==> config.mk <==
export PLATFORM = sky130hd
export DESIGN_NAME = adcris_top
export DESIGN_NICKNAME = d
export VERILOG_FILES = /design/src/shared/adcris_pkg.sv /design/src/logic/adcris_result_fmt.sv /design/src/logic/adcris_top.sv
export SDC_FILE = /design/constraint.sdc
export NUM_CORES = 1
export LEC_CHECK = 0
export ABC_CLOCK_PERIOD_IN_PS = 2700
export BUFFER_PORTS_ARGS = -buffer_cell sky130_fd_sc_hd__buf_2
export CAP_MARGIN = 20
export CORE_MARGIN = 4
export CORE_UTILIZATION = 30
export CTS_BUF_LIST = sky130_fd_sc_hd__clkbuf_4 sky130_fd_sc_hd__clkbuf_8
export DETAILED_ROUTE_END_ITERATION = 12
export SYNTH_ARGS = -nofsm -noshare
export SYNTH_HDL_FRONTEND = slang
export SYNTH_SLANG_ARGS = --single-unit
==> constraint.sdc <==
create_clock -name clk -period 2.7 [get_ports clk]
set_input_delay 0.405 -clock clk [delete_from_list [all_inputs] [get_ports clk]]
set_output_delay 0.405 -clock clk [all_outputs]
set_load 0.01 [all_outputs]
==> src/shared/adcris_pkg.sv <==
// How it works
// Each 12-bit result is held behind two byte-wide result registers that software can only read.
// Format 0 puts result bits 11..4 in the high byte and bits 3..0 in low bits 7..4; format 1 puts bits 11..8 in high bits 3..0 and bits 7..0 in the low byte.
// Result bit positions not used by the chosen format read as zero.
// While the converter is disabled both result registers keep their contents.
// A four-bit channel field in the main control register picks the external input for the one converter.
// A four-bit source field in the second control register picks the external channel or an internal supply or amplifier signal.
// A pin assigned as a converter input loses its general I/O and other shared functions.
// A pin assigned as a converter input has its pull-up switched off.
// A single bit in the bandgap register switches the bandgap reference on or off.
// A conversion starts only after the start bit is written 0, then 1, then back to 0.
// The read-only busy flag rises when a conversion starts and clears when it completes.
// Channel codes 0,1 and 3..8 select inputs 0,1 and 3..8; 2 and 9..11 are reserved; 12..15 float.
// Source codes 0, 4 and 12..15 pick the external channel, 1..3 supply /1 /2 /4, 5..7 amplifier /1 /2 /4, 10xx ground.
// Both result bytes change together, in one cycle, when a conversion completes.
package adcris_pkg;

    // ------------------------------------------------------------
    // Register byte addresses
    // ------------------------------------------------------------
    localparam logic [7:0] OFS_RESULT_LOW   = 8'h00;
    localparam logic [7:0] OFS_RESULT_HIGH  = 8'h04;
    localparam logic [7:0] OFS_CONTROL_MAIN = 8'h08;
    localparam logic [7:0] OFS_SOURCE_CLOCK = 8'h0c;
    localparam logic [7:0] OFS_AMP_REF      = 8'h10;
    localparam logic [7:0] OFS_BANDGAP      = 8'h14;
    localparam logic [7:0] OFS_PIN_ASSIGN   = 8'h18;

    // ------------------------------------------------------------
    // Field positions
    // ------------------------------------------------------------
    localparam int START_BIT   = 7;
    localparam int BUSY_BIT    = 6;
    localparam int ENABLE_BIT  = 5;
    localparam int FORMAT_BIT  = 4;
    localparam int CHANNEL_LSB = 0;
    localparam int SOURCE_LSB  = 4;
    localparam int CLKDIV_LSB  = 0;
    localparam int BANDGAP_BIT = 0;
    localparam int AMP_EN_BIT  = 7;

    // Writable bits of the amplifier/reference register
    localparam logic [7:0] AMP_REF_MASK = 8'h9f;

    // ------------------------------------------------------------
    // Reset values
    // ------------------------------------------------------------
    localparam logic [7:0]  RST_CONTROL_MAIN = 8'h00;
    localparam logic [7:0]  RST_SOURCE_CLOCK = 8'h00;
    localparam logic [7:0]  RST_AMP_REF      = 8'h00;
    localparam logic        RST_BANDGAP      = 1'b0;
    localparam logic [11:0] RST_RESULT       = 12'h000;

    // ------------------------------------------------------------
    // Codes and bus answers
    // ------------------------------------------------------------
    localparam logic [3:0] CHAN_RESERVED = 4'h2;
    localparam logic [3:0] CHAN_LAST     = 4'h8;
    localparam logic [1:0] RESP_OKAY     = 2'h0;
    localparam logic [1:0] RESP_SLVERR   = 2'h2;

    typedef enum logic {
        ADCRIS_IDLE,
        ADCRIS_CONVERT
    } adcris_state_e;

endpackage

==> src/logic/adcris_result_fmt.sv <==
`timescale 1ns/1ps
`default_nettype none

module adcris_result_fmt (
    // Clock for the checks
    input  wire logic        clk,
    input  wire logic        rst,
    // Stored result and format
    input  wire logic [11:0] result,
    input  wire logic        format_sel,
    // Register views
    output logic      [7:0]  result_high,
    output logic      [7:0]  result_low
);

    // ------------------------------------------------------------
    // Byte placement
    // ------------------------------------------------------------
    wire [7:0] high_left  = result[11:4];
    wire [7:0] low_left   = {result[3:0], 4'h0};
    wire [7:0] high_right = {4'h0, result[11:8]};
    wire [7:0] low_right  = result[7:0];

    assign result_high = format_sel ? high_right : high_left;
    assign result_low  = format_sel ? low_right  : low_left;
endmodule

`default_nettype wire

==> src/logic/adcris_top.sv <==
`timescale 1ns/1ps
`default_nettype none

module adcris_top #(
    parameter int NUM_PINS = 9
) (
    // Clock and reset
    input  wire logic                clk,
    input  wire logic                rst,
    // AXI4-Lite write address
    input  wire logic                s_axi_awvalid,
    output logic                     s_axi_awready,
    input  wire logic [7:0]          s_axi_awaddr,
    // AXI4-Lite write data
    input  wire logic                s_axi_wvalid,
    output logic                     s_axi_wready,
    input  wire logic [31:0]         s_axi_wdata,
    input  wire logic [3:0]          s_axi_wstrb,
    // AXI4-Lite write response
    output logic                     s_axi_bvalid,
    input  wire logic                s_axi_bready,
    output logic      [1:0]          s_axi_bresp,
    // AXI4-Lite read address
    input  wire logic                s_axi_arvalid,
    output logic                     s_axi_arready,
    input  wire logic [7:0]          s_axi_araddr,
    // AXI4-Lite read data
    output logic                     s_axi_rvalid,
    input  wire logic                s_axi_rready,
    output logic      [31:0]         s_axi_rdata,
    output logic      [1:0]          s_axi_rresp,
    // Analog converter core
    output logic                     conv_start,
    output logic                     converter_enable,
    input  wire logic                conv_done,
    input  wire logic [11:0]         conv_data,
    output logic      [2:0]          conv_clock_divider_field,
    // Input routing
    output logic      [NUM_PINS-1:0] channel_route,
    output logic                     sel_external,
    output logic                     sel_supply,
    output logic                     sel_amp,
    output logic                     sel_ground,
    output logic      [1:0]          sel_divide_log2,
    // Amplifier and references
    output logic                     amp_enable_bit,
    output logic      [6:0]          amp_reference_output,
    output logic                     bandgap_enable_bit,
    // Pin takeover
    input  wire logic [NUM_PINS-1:0] pullup_request,
    output logic      [NUM_PINS-1:0] pullup_enable,
    output logic      [NUM_PINS-1:0] digital_connect
);

    // ------------------------------------------------------------
    // Register state
    // ------------------------------------------------------------
    logic                start_bit;
    logic                conversion_busy_flag;
    logic                conv_en;
    logic                result_format_select;
    logic [3:0]          external_channel_field;
    logic [3:0]          signal_source_field;
    logic [2:0]          clkdiv;
    logic [7:0]          amp_ref;
    logic                bandgap;
    logic [NUM_PINS-1:0] analog_input_pin;
    logic [11:0]         result;
    adcris_pkg::adcris_state_e state;
    adcris_pkg::adcris_state_e next_state;

    // ------------------------------------------------------------
    // Write channel holding
    // ------------------------------------------------------------
    logic        aw_held;
    logic        w_held;
    logic [7:0]  wr_addr;
    logic [31:0] wr_data;
    logic [3:0]  wr_strb;
    wire wr_fire  = aw_held & w_held & ~s_axi_bvalid;
    wire lane0    = wr_strb[0];
    wire lane1    = wr_strb[1];
    wire wr_ctrl  = wr_fire & lane0 & (wr_addr == adcris_pkg::OFS_CONTROL_MAIN);
    wire wr_src   = wr_fire & lane0 & (wr_addr == adcris_pkg::OFS_SOURCE_CLOCK);
    wire wr_amp   = wr_fire & lane0 & (wr_addr == adcris_pkg::OFS_AMP_REF);
    wire wr_bgap  = wr_fire & lane0 & (wr_addr == adcris_pkg::OFS_BANDGAP);
    wire wr_pin   = wr_fire & (wr_addr == adcris_pkg::OFS_PIN_ASSIGN);
    wire wr_known = (wr_addr == adcris_pkg::OFS_RESULT_LOW)
                  | (wr_addr == adcris_pkg::OFS_RESULT_HIGH)
                  | (wr_addr == adcris_pkg::OFS_CONTROL_MAIN)
                  | (wr_addr == adcris_pkg::OFS_SOURCE_CLOCK)
                  | (wr_addr == adcris_pkg::OFS_AMP_REF)
                  | (wr_addr == adcris_pkg::OFS_BANDGAP)
                  | (wr_addr == adcris_pkg::OFS_PIN_ASSIGN);
    assign s_axi_awready = ~aw_held;
    assign s_axi_wready  = ~w_held;
    always_ff @(posedge clk) begin
        if (rst) begin
            aw_held <= 1'b0;
            wr_addr <= 8'h00;
        end else if (s_axi_awvalid & ~aw_held) begin
            aw_held <= 1'b1;
            wr_addr <= s_axi_awaddr;
        end else if (wr_fire) begin
            aw_held <= 1'b0;
        end
    end
    always_ff @(posedge clk) begin
        if (rst) begin
            w_held  <= 1'b0;
            wr_data <= 32'h0000_0000;
            wr_strb <= 4'h0;
        end else if (s_axi_wvalid & ~w_held) begin
            w_held  <= 1'b1;
            wr_data <= s_axi_wdata;
            wr_strb <= s_axi_wstrb;
        end else if (wr_fire) begin
            w_held <= 1'b0;
        end
    end
    always_ff @(posedge clk) begin
        if (rst) begin
            s_axi_bvalid <= 1'b0;
            s_axi_bresp  <= adcris_pkg::RESP_OKAY;
        end else if (wr_fire) begin
            s_axi_bvalid <= 1'b1;
            s_axi_bresp  <= wr_known ? adcris_pkg::RESP_OKAY : adcris_pkg::RESP_SLVERR;
        end else if (s_axi_bready) begin
            s_axi_bvalid <= 1'b0;
        end
    end

    // ------------------------------------------------------------
    // Control registers
    // ------------------------------------------------------------
    wire [7:0] wd          = wr_data[7:0];
    wire       wd_start    = wd[adcris_pkg::START_BIT];
    wire       wd_enable   = wd[adcris_pkg::ENABLE_BIT];
    wire       start_fall  = wr_ctrl & start_bit & ~wd_start;
    wire       begin_conv  = start_fall & wd_enable & (state == adcris_pkg::ADCRIS_IDLE);
    wire       finish_conv = (state == adcris_pkg::ADCRIS_CONVERT) & conv_done;

    always_ff @(posedge clk) begin
        if (rst) begin
            start_bit              <= adcris_pkg::RST_CONTROL_MAIN[adcris_pkg::START_BIT];
            conv_en                <= adcris_pkg::RST_CONTROL_MAIN[adcris_pkg::ENABLE_BIT];
            result_format_select   <= adcris_pkg::RST_CONTROL_MAIN[adcris_pkg::FORMAT_BIT];
            external_channel_field <= adcris_pkg::RST_CONTROL_MAIN[3:0];
        end else if (wr_ctrl) begin
            start_bit              <= wd_start;
            conv_en                <= wd_enable;
            result_format_select   <= wd[adcris_pkg::FORMAT_BIT];
            external_channel_field <= wd[adcris_pkg::CHANNEL_LSB +: 4];
        end
    end
    always_ff @(posedge clk) begin
        if (rst) begin
            signal_source_field <= adcris_pkg::RST_SOURCE_CLOCK[adcris_pkg::SOURCE_LSB +: 4];
            clkdiv              <= adcris_pkg::RST_SOURCE_CLOCK[adcris_pkg::CLKDIV_LSB +: 3];
        end else if (wr_src) begin
            signal_source_field <= wd[adcris_pkg::SOURCE_LSB +: 4];
            clkdiv              <= wd[adcris_pkg::CLKDIV_LSB +: 3];
        end
    end
    always_ff @(posedge clk) begin
        if (rst) begin
            amp_ref <= adcris_pkg::RST_AMP_REF;
        end else if (wr_amp) begin
            amp_ref <= wd & adcris_pkg::AMP_REF_MASK;
        end
    end
    always_ff @(posedge clk) begin
        if (rst) begin
            bandgap <= adcris_pkg::RST_BANDGAP;
        end else if (wr_bgap) begin
            bandgap <= wd[adcris_pkg::BANDGAP_BIT];
        end
    end
    always_ff @(posedge clk) begin
        if (rst) begin
            analog_input_pin <= '0;
        end else if (wr_pin) begin
            if (lane0) begin
                analog_input_pin[7:0] <= wd;
            end
            if (lane1) begin
                analog_input_pin[NUM_PINS-1:8] <= wr_data[NUM_PINS-1:8];
            end
        end
    end

    // ------------------------------------------------------------
    // Conversion sequencing
    // ------------------------------------------------------------
    always_comb begin
        next_state = state;
        case (state)
            adcris_pkg::ADCRIS_IDLE: begin
                if (begin_conv) begin
                    next_state = adcris_pkg::ADCRIS_CONVERT;
                end
            end
            adcris_pkg::ADCRIS_CONVERT: begin
                if (conv_done | ~conv_en) begin
                    next_state = adcris_pkg::ADCRIS_IDLE;
                end
            end
            default: next_state = adcris_pkg::ADCRIS_IDLE;
        endcase
    end
    always_ff @(posedge clk) begin
        if (rst) begin
            state <= adcris_pkg::ADCRIS_IDLE;
        end else begin
            state <= next_state;
        end
    end

    always_ff @(posedge clk) begin
        if (rst) begin
            conversion_busy_flag <= 1'b0;
            conv_start           <= 1'b0;
        end else begin
            conv_start           <= begin_conv;
            conversion_busy_flag <= (next_state == adcris_pkg::ADCRIS_CONVERT);
        end
    end

    // Whole word latched at once so both byte views change together
    always_ff @(posedge clk) begin
        if (rst) begin
            result <= adcris_pkg::RST_RESULT;
        end else if (finish_conv & conv_en) begin
            result <= conv_data;
        end
    end

    // ------------------------------------------------------------
    // Result byte views
    // ------------------------------------------------------------
    logic [7:0] res_high;
    logic [7:0] res_low;

    adcris_result_fmt u_fmt (
        .clk         (clk),
        .rst         (rst),
        .result      (result),
        .format_sel  (result_format_select),
        .result_high (res_high),
        .result_low  (res_low)
    );

    // ------------------------------------------------------------
    // Read channel
    // ------------------------------------------------------------
    wire [7:0] ctrl_view = {start_bit, conversion_busy_flag, conv_en,
                            result_format_select, external_channel_field};
    wire [7:0] src_view  = {signal_source_field, 1'b0, clkdiv};
    wire [7:0] ar        = s_axi_araddr;
    wire       ar_fire   = s_axi_arvalid & s_axi_arready;
    logic [31:0] rd_word;
    logic        rd_known;

    always_comb begin
        rd_word  = 32'h0000_0000;
        rd_known = 1'b1;
        case (ar)
            adcris_pkg::OFS_RESULT_LOW:   rd_word[7:0] = res_low;
            adcris_pkg::OFS_RESULT_HIGH:  rd_word[7:0] = res_high;
            adcris_pkg::OFS_CONTROL_MAIN: rd_word[7:0] = ctrl_view;
            adcris_pkg::OFS_SOURCE_CLOCK: rd_word[7:0] = src_view;
            adcris_pkg::OFS_AMP_REF:      rd_word[7:0] = amp_ref;
            adcris_pkg::OFS_BANDGAP:      rd_word[0]   = bandgap;
            adcris_pkg::OFS_PIN_ASSIGN:   rd_word[NUM_PINS-1:0] = analog_input_pin;
            default:                      rd_known = 1'b0;
        endcase
    end

    assign s_axi_arready = ~s_axi_rvalid;

    always_ff @(posedge clk) begin
        if (rst) begin
            s_axi_rvalid <= 1'b0;
            s_axi_rdata  <= 32'h0000_0000;
            s_axi_rresp  <= adcris_pkg::RESP_OKAY;
        end else if (ar_fire) begin
            s_axi_rvalid <= 1'b1;
            s_axi_rdata  <= rd_word;
            s_axi_rresp  <= rd_known ? adcris_pkg::RESP_OKAY : adcris_pkg::RESP_SLVERR;
        end else if (s_axi_rready) begin
            s_axi_rvalid <= 1'b0;
        end
    end

    // ------------------------------------------------------------
    // Source decode
    // ------------------------------------------------------------
    wire [3:0] src = signal_source_field;

    assign sel_ground      = (src[3:2] == 2'b10);
    assign sel_supply      = ~src[3] & ~src[2] & (src[1:0] != 2'b00);
    assign sel_amp         = ~src[3] & src[2] & (src[1:0] != 2'b00);
    assign sel_external    = ~sel_ground & ~sel_supply & ~sel_amp;
    assign sel_divide_log2 = (sel_supply | sel_amp) ? src[1:0] - 2'd1 : 2'd0;
    assign converter_enable         = conv_en;
    assign conv_clock_divider_field = clkdiv;
    assign amp_enable_bit           = amp_ref[adcris_pkg::AMP_EN_BIT];
    assign amp_reference_output     = amp_ref[6:0];
    assign bandgap_enable_bit       = bandgap;

    // ------------------------------------------------------------
    // Channel routing and pin takeover
    // ------------------------------------------------------------
    genvar i;
    generate
        for (i = 0; i < NUM_PINS; i++) begin : g_pin
            localparam logic [3:0] CODE = 4'(i);
            wire exists = (CODE != adcris_pkg::CHAN_RESERVED);
            assign channel_route[i]   = exists & sel_external
                                      & (external_channel_field == CODE);
            assign digital_connect[i] = ~analog_input_pin[i];
            assign pullup_enable[i]   = pullup_request[i] & ~analog_input_pin[i];

        end
    endgenerate
endmodule

`default_nettype wire

==> metrics.md, run 1 <==
| Metric | Value |
|---|---|
| Post-layout min period | `2.363 ns` |
| Vias in the first global route | `3507` |
| Yosys top cell by area | `dfxtp_1` |
| Peak VDD IR | `0.1893 mV` |
| Via count | `3550` |
| H-tree depth | `3` |
| Maximum number of pins on one net before global-route repair | `28` |
| Starting Density | `30.98%` |
| Synth top area share | `39.46%` |
| Endpoint type of the worst setup path | `primary output` |
| CTS Root Cell | `clkbuf_8` |
| CP Launch Type | `flip-flop` |
| Clock Sinks | `78` |
| Post-CTS Resized | `0` |
| Clock latency on the worst-skew pair | `0.36 ns` |
| Synth cell count leaders | `78 x dfxtp_1, 56 x nand2_1, 52 x nor2_1` |
| Setup crit start | `signal_source_field[0]` |
| Area Growth Syn to Fin | `20.64%` |
| Total gr overflow | `0` |
| R2R depth | `5` |
| YS warnings | `0` |
| Reg-to-reg endpoint | `conv_clock_divider_field[0]` |
| Most frequent cell after synthesis | `dfxtp_1` |
| Setup CP Type | `reg -> out` |
| Ys flop type | `dfxtp_1` |
| First-pass GRT wire length | `17420 microns` |
| Crit path DAT | `1.96 ns` |
| Antenna violations before repair | `1` |
| Placeable Area | `0.01277 sq mm` |
| CTS tree | `yes` |
| Fin. Hold Viols | `0` |
| Nets | `642` |
| Netlist cell types | `50` |
| Synth area leaders | `dfxtp_1 39%, mux2i_1 13%, buf_4 5.3%, nand2_1 5.3%, nor2_1 4.9%` |
| Port Buffers | `115` |
| Gpl congestion | `0.8705` |
| Post-Syn Area | `0.003958 sq mm` |
| Hold Path Class | `in -> reg` |
| Post-DRT Antenna Nets | `0` |
| Critical-path maximum fanout | `5` |
| Slew Limit Fails | `0` |
| Die Wd | `122.9 microns` |
| Hold_ws | `0.2538 ns` |
| Core Rows | `41` |
| DRT iter0 DRCs | `178` |
| Drt total wl | `11050 microns` |
| Cells after DPL | `721` |
| Max Cap Viol | `0` |
| Worst Setup EP | `channel_route[5]` |
| Outcome | `finished clean` |
| Setup TNS | `0 ns` |
| Die Ht | `122.9 microns` |
| Final period util | `87.52%` |
| Setup violations, final | `0` |
| Asr flop ratio synth | `0%` |
| Post-route DRC violation count | `0` |
| Share of layout cells above drive strength 1 | `26.02%` |
| I/O pin count | `169` |
| Critical path data required time | `2.30 ns` |
| Unrepaired setup endpoints after global routing | `no` |
| Die area | `0.01509 sq mm` |
| Routed length per instance | `14.99 microns` |
| Diode count | `0` |
| Cell count after synthesis | `463` |
| Avg Cell Area, Syn | `8.548 sq um` |
| Yosys reg bits | `78` |
| Setup Skew | `0.01526 ns` |
| Peak Freq | `423.2 MHz` |
| Worst R2R Start | `w_held` |
| Hold Buf Count CTS | `0` |
| Setup slack, reg-to-reg | `0.62 ns` |
| Gr usage total | `15.00%` |
| Clock transition at the registers of the reported paths | `0.09 ns` |
| First-pass DRT Iterations | `4` |
| Final HPWL DP | `8628 microns` |
| Pwr/cell area | `514.0 mW/mm^2` |
| CTS buffer count | `9` |
| Final instance count without filler cells | `737` |
| Clock Tree Buf Depth | `2` |
| Post CTS Setup Buffer Count | `0` |
| Actual slew at the worst max-slew pin | `0.8708 ns` |
| Post-synthesis sequential area ratio | `39.46%` |
| Vias per cell | `4.817` |
| P_leak | `1.866 nW` |
| EDFF count, synth | `0` |
| Worst rel slew slack | `41.83%` |
-- cell usage in the layout (no fill, tap or decap), drive strengths merged, types with 3 or more instances in the layout --
cell type	Yosys	final
a21oi	29	29
clkbuf	27	10
nor2b	15	15
nor4	11	11
dfxtp	78	78
nand3b	5	5
nor3b	3	3
nand2b	4	4
buf	34	120
a211oi	7	7
inv	20	22
mux2	4	4
nand2	56	56
a31oi	3	3
conb	1	28
mux2i	50	50
a311oi	3	3
and3b	3	3
nor4b	3	3
or4	5	5
o22ai	3	3
nor3	10	10
nor2	52	52
nand4b	4	4
a32o	3	3
-- power by group --
part / internal, W / leakage, nW / switching (W)
logic: 0.0000946 / 1.12 / 0.000146
clock network: 0.000552 / 0.117 / 0.000446
registers: 0.00118 / 0.634 / 0.0000348
-- layer usage --
layer / up-vias / track usage, % / routed length [microns] / part of all wire, %
met5: - / 0 / 13 / 0.12
met4: 2 / 6.578 / 261 / 2.4
met3: 23 / 3.917 / 762 / 6.9
met2: 135 / 24.94 / 5436 / 49
met1: 1650 / 18.21 / 4574 / 41
li1: 1740 / - / - / -
-- critical path, stage by stage, from the launching register on --
cell and delay [ns]:
dfxtp_1 0.36, inv_1 0.07, ha_1 0.25, mux2i_1 0.17
inv_1 0.11, nand2_1 0.10, nor4b_1 0.34, buf_2 0.19
-- final cells by class --
type                            count  area, sq um
Clock buffer                       10        137.6
Clock inverter                      6        91.34
Fill cell                        1335         7999
Inverter                           20        75.07
Multi-Input combinational cell    331         2081
Sequential cell                    78         1562
Tap cell                          172        215.2
Timing Repair Buffer              120        613.1
-- metrics by stage --
stage / utilization [%] / total power (W) / area (sq um) / worst slack [ns]
after floorplan: - / 0.001423 / 4059 / 0.8196
after global placement: 35.59 / 0.001479 / 4546 / 0.5807
after detailed placement: 35.59 / 0.001485 / 4546 / 0.5561
after CTS: 37.38 / 0.002479 / 4775 / 0.2874
after global routing: 37.38 / 0.002557 / 4775 / 0.1623
final: 37.38 / 0.002454 / 4775 / 0.3369
-- cell families after synthesis --
logic type / count (synthesis) / share of synthesized area (%)
other: 1 / 0.09476
adders and majority gates: 1 / 0.3161
muxes: 54 / 13.78
AOI/OAI and AO/OA: 65 / 10.78
DFF: 78 / 39.46
and+or+nand+nor: 183 / 25.04
buffers and inverters: 81 / 10.53
-- sequential cells by signal, summed over array words and instances, names as in the netlist, 3 cells and up --
signal	cells
amp_ref	6
analog_input_pin	9
conv_clock_divider_field	3
external_channel_field	4
result	12
s_axi_rdata	9
signal_source_field	4
wr_addr	8
wr_data	9
-- how the worst min path moves through the flow --
stage	slack, ns	depth (start not counted)	startpoint	to
after floorplan	0.44	2	wr_data[8]	wr_data[8]
after global placement	0.45	2	s_axi_rdata[8]	s_axi_rdata[8]
after CTS	0.24	2	s_axi_awvalid	aw_held
after global routing	0.26	2	s_axi_awvalid	aw_held
after detailed placement	0.45	2	wr_strb[1]	wr_strb[1]
final	0.25	2	s_axi_awvalid	aw_held
Note: power is estimated with default switching activity, not from simulation.
==> inputs of run 2 (changes only) <==
--- a/config.mk
+++ b/config.mk
@@ -12,6 +12,7 @@
 export CORE_UTILIZATION = 30
 export CTS_BUF_LIST = sky130_fd_sc_hd__clkbuf_4 sky130_fd_sc_hd__clkbuf_8
 export DETAILED_ROUTE_END_ITERATION = 12
+export REMOVE_ABC_BUFFERS = 1
 export SYNTH_ARGS = -nofsm -noshare
 export SYNTH_HDL_FRONTEND = slang
 export SYNTH_SLANG_ARGS = --single-unit
==> run 2 against run 1 <==
Sequential share of layout area increased by 0.10 points; flip-flop and latch count unchanged; global-route usage hardly changed.
==> metrics.md, run 2 (same netlist as run 1, synthesis figures left out) <==
| Metric | Value |
|---|---|
| H-tree depth | `3 (unchanged)` |
| Final instance count without filler cells | `739 (+0.27%)` |
| Diode count | `0 (unchanged)` |
| Hold Crit Endpoint | `aw_held` |
| Die area | `0.01509 sq mm (unchanged)` |
| Commonest non-fill, non-tap cell in the layout | `buf_2` |
| Die Ht | `122.9 microns (unchanged)` |
| Critical-path maximum fanout | `5 (unchanged)` |
| Starting Density | `30.98% (unchanged)` |
| Total gr overflow | `0 (unchanged)` |
| Via count | `3495 (-1.5%)` |
| Reg-to-reg endpoint | `amp_ref[1]` |
| Peak VDD IR | `0.1977 mV (+4.4%)` |
| Post CTS Setup Buffer Count | `0 (unchanged)` |
| CP Launch Type | `flip-flop` |
| Max Cap Viol | `0 (unchanged)` |
| Critical path data required time | `2.30 ns (about the same)` |
| Port Buffers | `115 (unchanged)` |
| CTS Root Cell | `clkbuf_8` |
| Hold Crit Depth | `2 (unchanged)` |
| Biggest register | `result` |
| First-pass GRT wire length | `17460 microns (+0.28%)` |
| Clock Sinks | `78 (unchanged)` |
| Most frequent cells in the layout | `115 x buf_2, 78 x dfxtp_1, 56 x nand2_1` |
| Maximum number of pins on one net before global-route repair | `43 (+54%)` |
| Area Growth Syn to Fin | `20.27%` |
| Final period util | `87.44% (about the same)` |
| Post-DRT Antenna Nets | `0 (unchanged)` |
| Worst rel slew slack | `42.02% (+0.19 points)` |
| Final HPWL DP | `8515 microns (-1.3%)` |
| Clock Tree Buf Depth | `2 (unchanged)` |
| Actual slew at the worst max-slew pin | `0.8679 ns (-0.002857 ns)` |
| Pwr/cell area | `493.3 mW/mm^2 (-4.0%)` |
| Endpoint type of the worst setup path | `primary output` |
| Routed length per instance | `15.14 microns (+0.98%)` |
| Nets | `644 (+0.31%)` |
| DRT iter0 DRCs | `199 (+12%)` |
| Post-route DRC violation count | `0 (unchanged)` |
| Gpl congestion | `0.8122 (-6.7%)` |
| Setup Skew | `0.008535 ns (-0.006729 ns)` |
| Fin. Hold Viols | `0 (unchanged)` |
| Post-layout min period | `2.361 ns (-0.002215 ns)` |
| Crit path DAT | `1.96 ns (about the same)` |
| Clock transition at the registers of the reported paths | `0.09 ns (about the same)` |
| CTS tree | `yes` |
| Cells after DPL | `723 (+0.28%)` |
| Peak Freq | `423.6 MHz (about the same)` |
| Setup violations, final | `0 (unchanged)` |
| Worst R2R Start | `wr_addr[4]` |
| R2R depth | `4 (-1)` |
| Max reg flops | `12 (unchanged)` |
| Setup TNS | `0 ns (unchanged)` |
| Unrepaired setup endpoints after global routing | `no` |
| Core Rows | `41 (unchanged)` |
| P_leak | `1.860 nW (-0.35%)` |
| Gr usage total | `15.03% (+0.035 points)` |
| Share of layout cells above drive strength 1 | `26.28% (+0.26 points)` |
| Setup CP Type | `reg -> out` |
| I/O pin count | `169 (unchanged)` |
| CTS buffer count | `9 (unchanged)` |
| Hold Buf Count CTS | `0 (unchanged)` |
| Vias in the first global route | `3379 (-3.6%)` |
| Outcome | `finished clean` |
| Slew Limit Fails | `0 (unchanged)` |
| First-pass DRT Iterations | `4 (unchanged)` |
| Vias per cell | `4.729 (-1.8%)` |
| Worst hold path startpoint | `s_axi_awvalid` |
| Hold Path Class | `in -> reg` |
| Setup slack, reg-to-reg | `0.68 ns (+0.06 ns)` |
| Drt total wl | `11190 microns (+1.3%)` |
| Clock latency on the worst-skew pair | `0.36 ns (about the same)` |
| Antenna violations before repair | `0 (-1)` |
| Post-layout util | `37.26% (-0.12 points)` |
| Die Wd | `122.9 microns (unchanged)` |
| Post-CTS Resized | `0 (unchanged)` |
| Placeable Area | `0.01277 sq mm (unchanged)` |
-- run 2: cell types whose count changed in the layout (fill, tap and decap cells not counted), sizes merged --
cell,delta
inv,-2
clkinvlp,+1
buf,+2
clkbuf,+1
clkinv,+1
bufinv,-1
-- run 2: layout make-up --
type                       count  area (sq um)
multi-input combinational    331          2081
tap                          172         215.2
timing repair buffer         122         628.1
inverter                      20         75.07
sequential                    78          1562
fill                        1357          8014
clock buffer                  11         138.9
clock inverter                 5         60.06
-- run 2: worst max path at each step --
stage / slack [ns] / endpoint / startpoint
floorplan: 0.85 / analog_input_pin[0] / s_axi_bvalid
global placement: 0.58 / s_axi_rdata[2] / s_axi_araddr[4]
detailed placement: 0.56 / s_axi_rdata[2] / s_axi_araddr[4]
CTS: 0.29 / channel_route[5] / signal_source_field[0]
global route: 0.14 / channel_route[5] / signal_source_field[0]
finish: 0.34 / channel_route[5] / signal_source_field[0]
-- run 2: metal layers --
metal / share of wire (%) / global-route usage (%) / wire length (microns)
met2: 47 / 25.01 / 5265
met1: 44 / 18.63 / 4952
met5: 0 / 0 / 0
met4: 1.9 / 6.158 / 216
met3: 6.7 / 3.594 / 752
-- run 2: critical path, stage by stage (launching register included) --
cell	delay, ns
dfxtp_1	0.37
inv_1	0.07
ha_1	0.24
mux2i_1	0.19
inv_1	0.11
nand2_1	0.11
nor4b_1	0.32
buf_2	0.19
-- run 2: report_power, final --
group	leakage (nW)	internal, W	switching [W]
combinational	1.13	0.0000960	0.000150
clock	0.100	0.000449	0.000440
sequential	0.634	0.00118	0.0000322
-- run 2: per-stage QoR --
step	setup WS (ns)	cell area, sq um	hold WS [ns]	total power (W)
floorplan	0.8464	3717	0.4300	0.001359
global placement	0.5838	4561	0.4434	0.001481
detailed placement	0.5631	4561	0.4481	0.001486
CTS	0.2857	4760	0.2321	0.002372
global route	0.1422	4760	0.2486	0.002457
finish	0.3391	4760	0.2457	0.002348
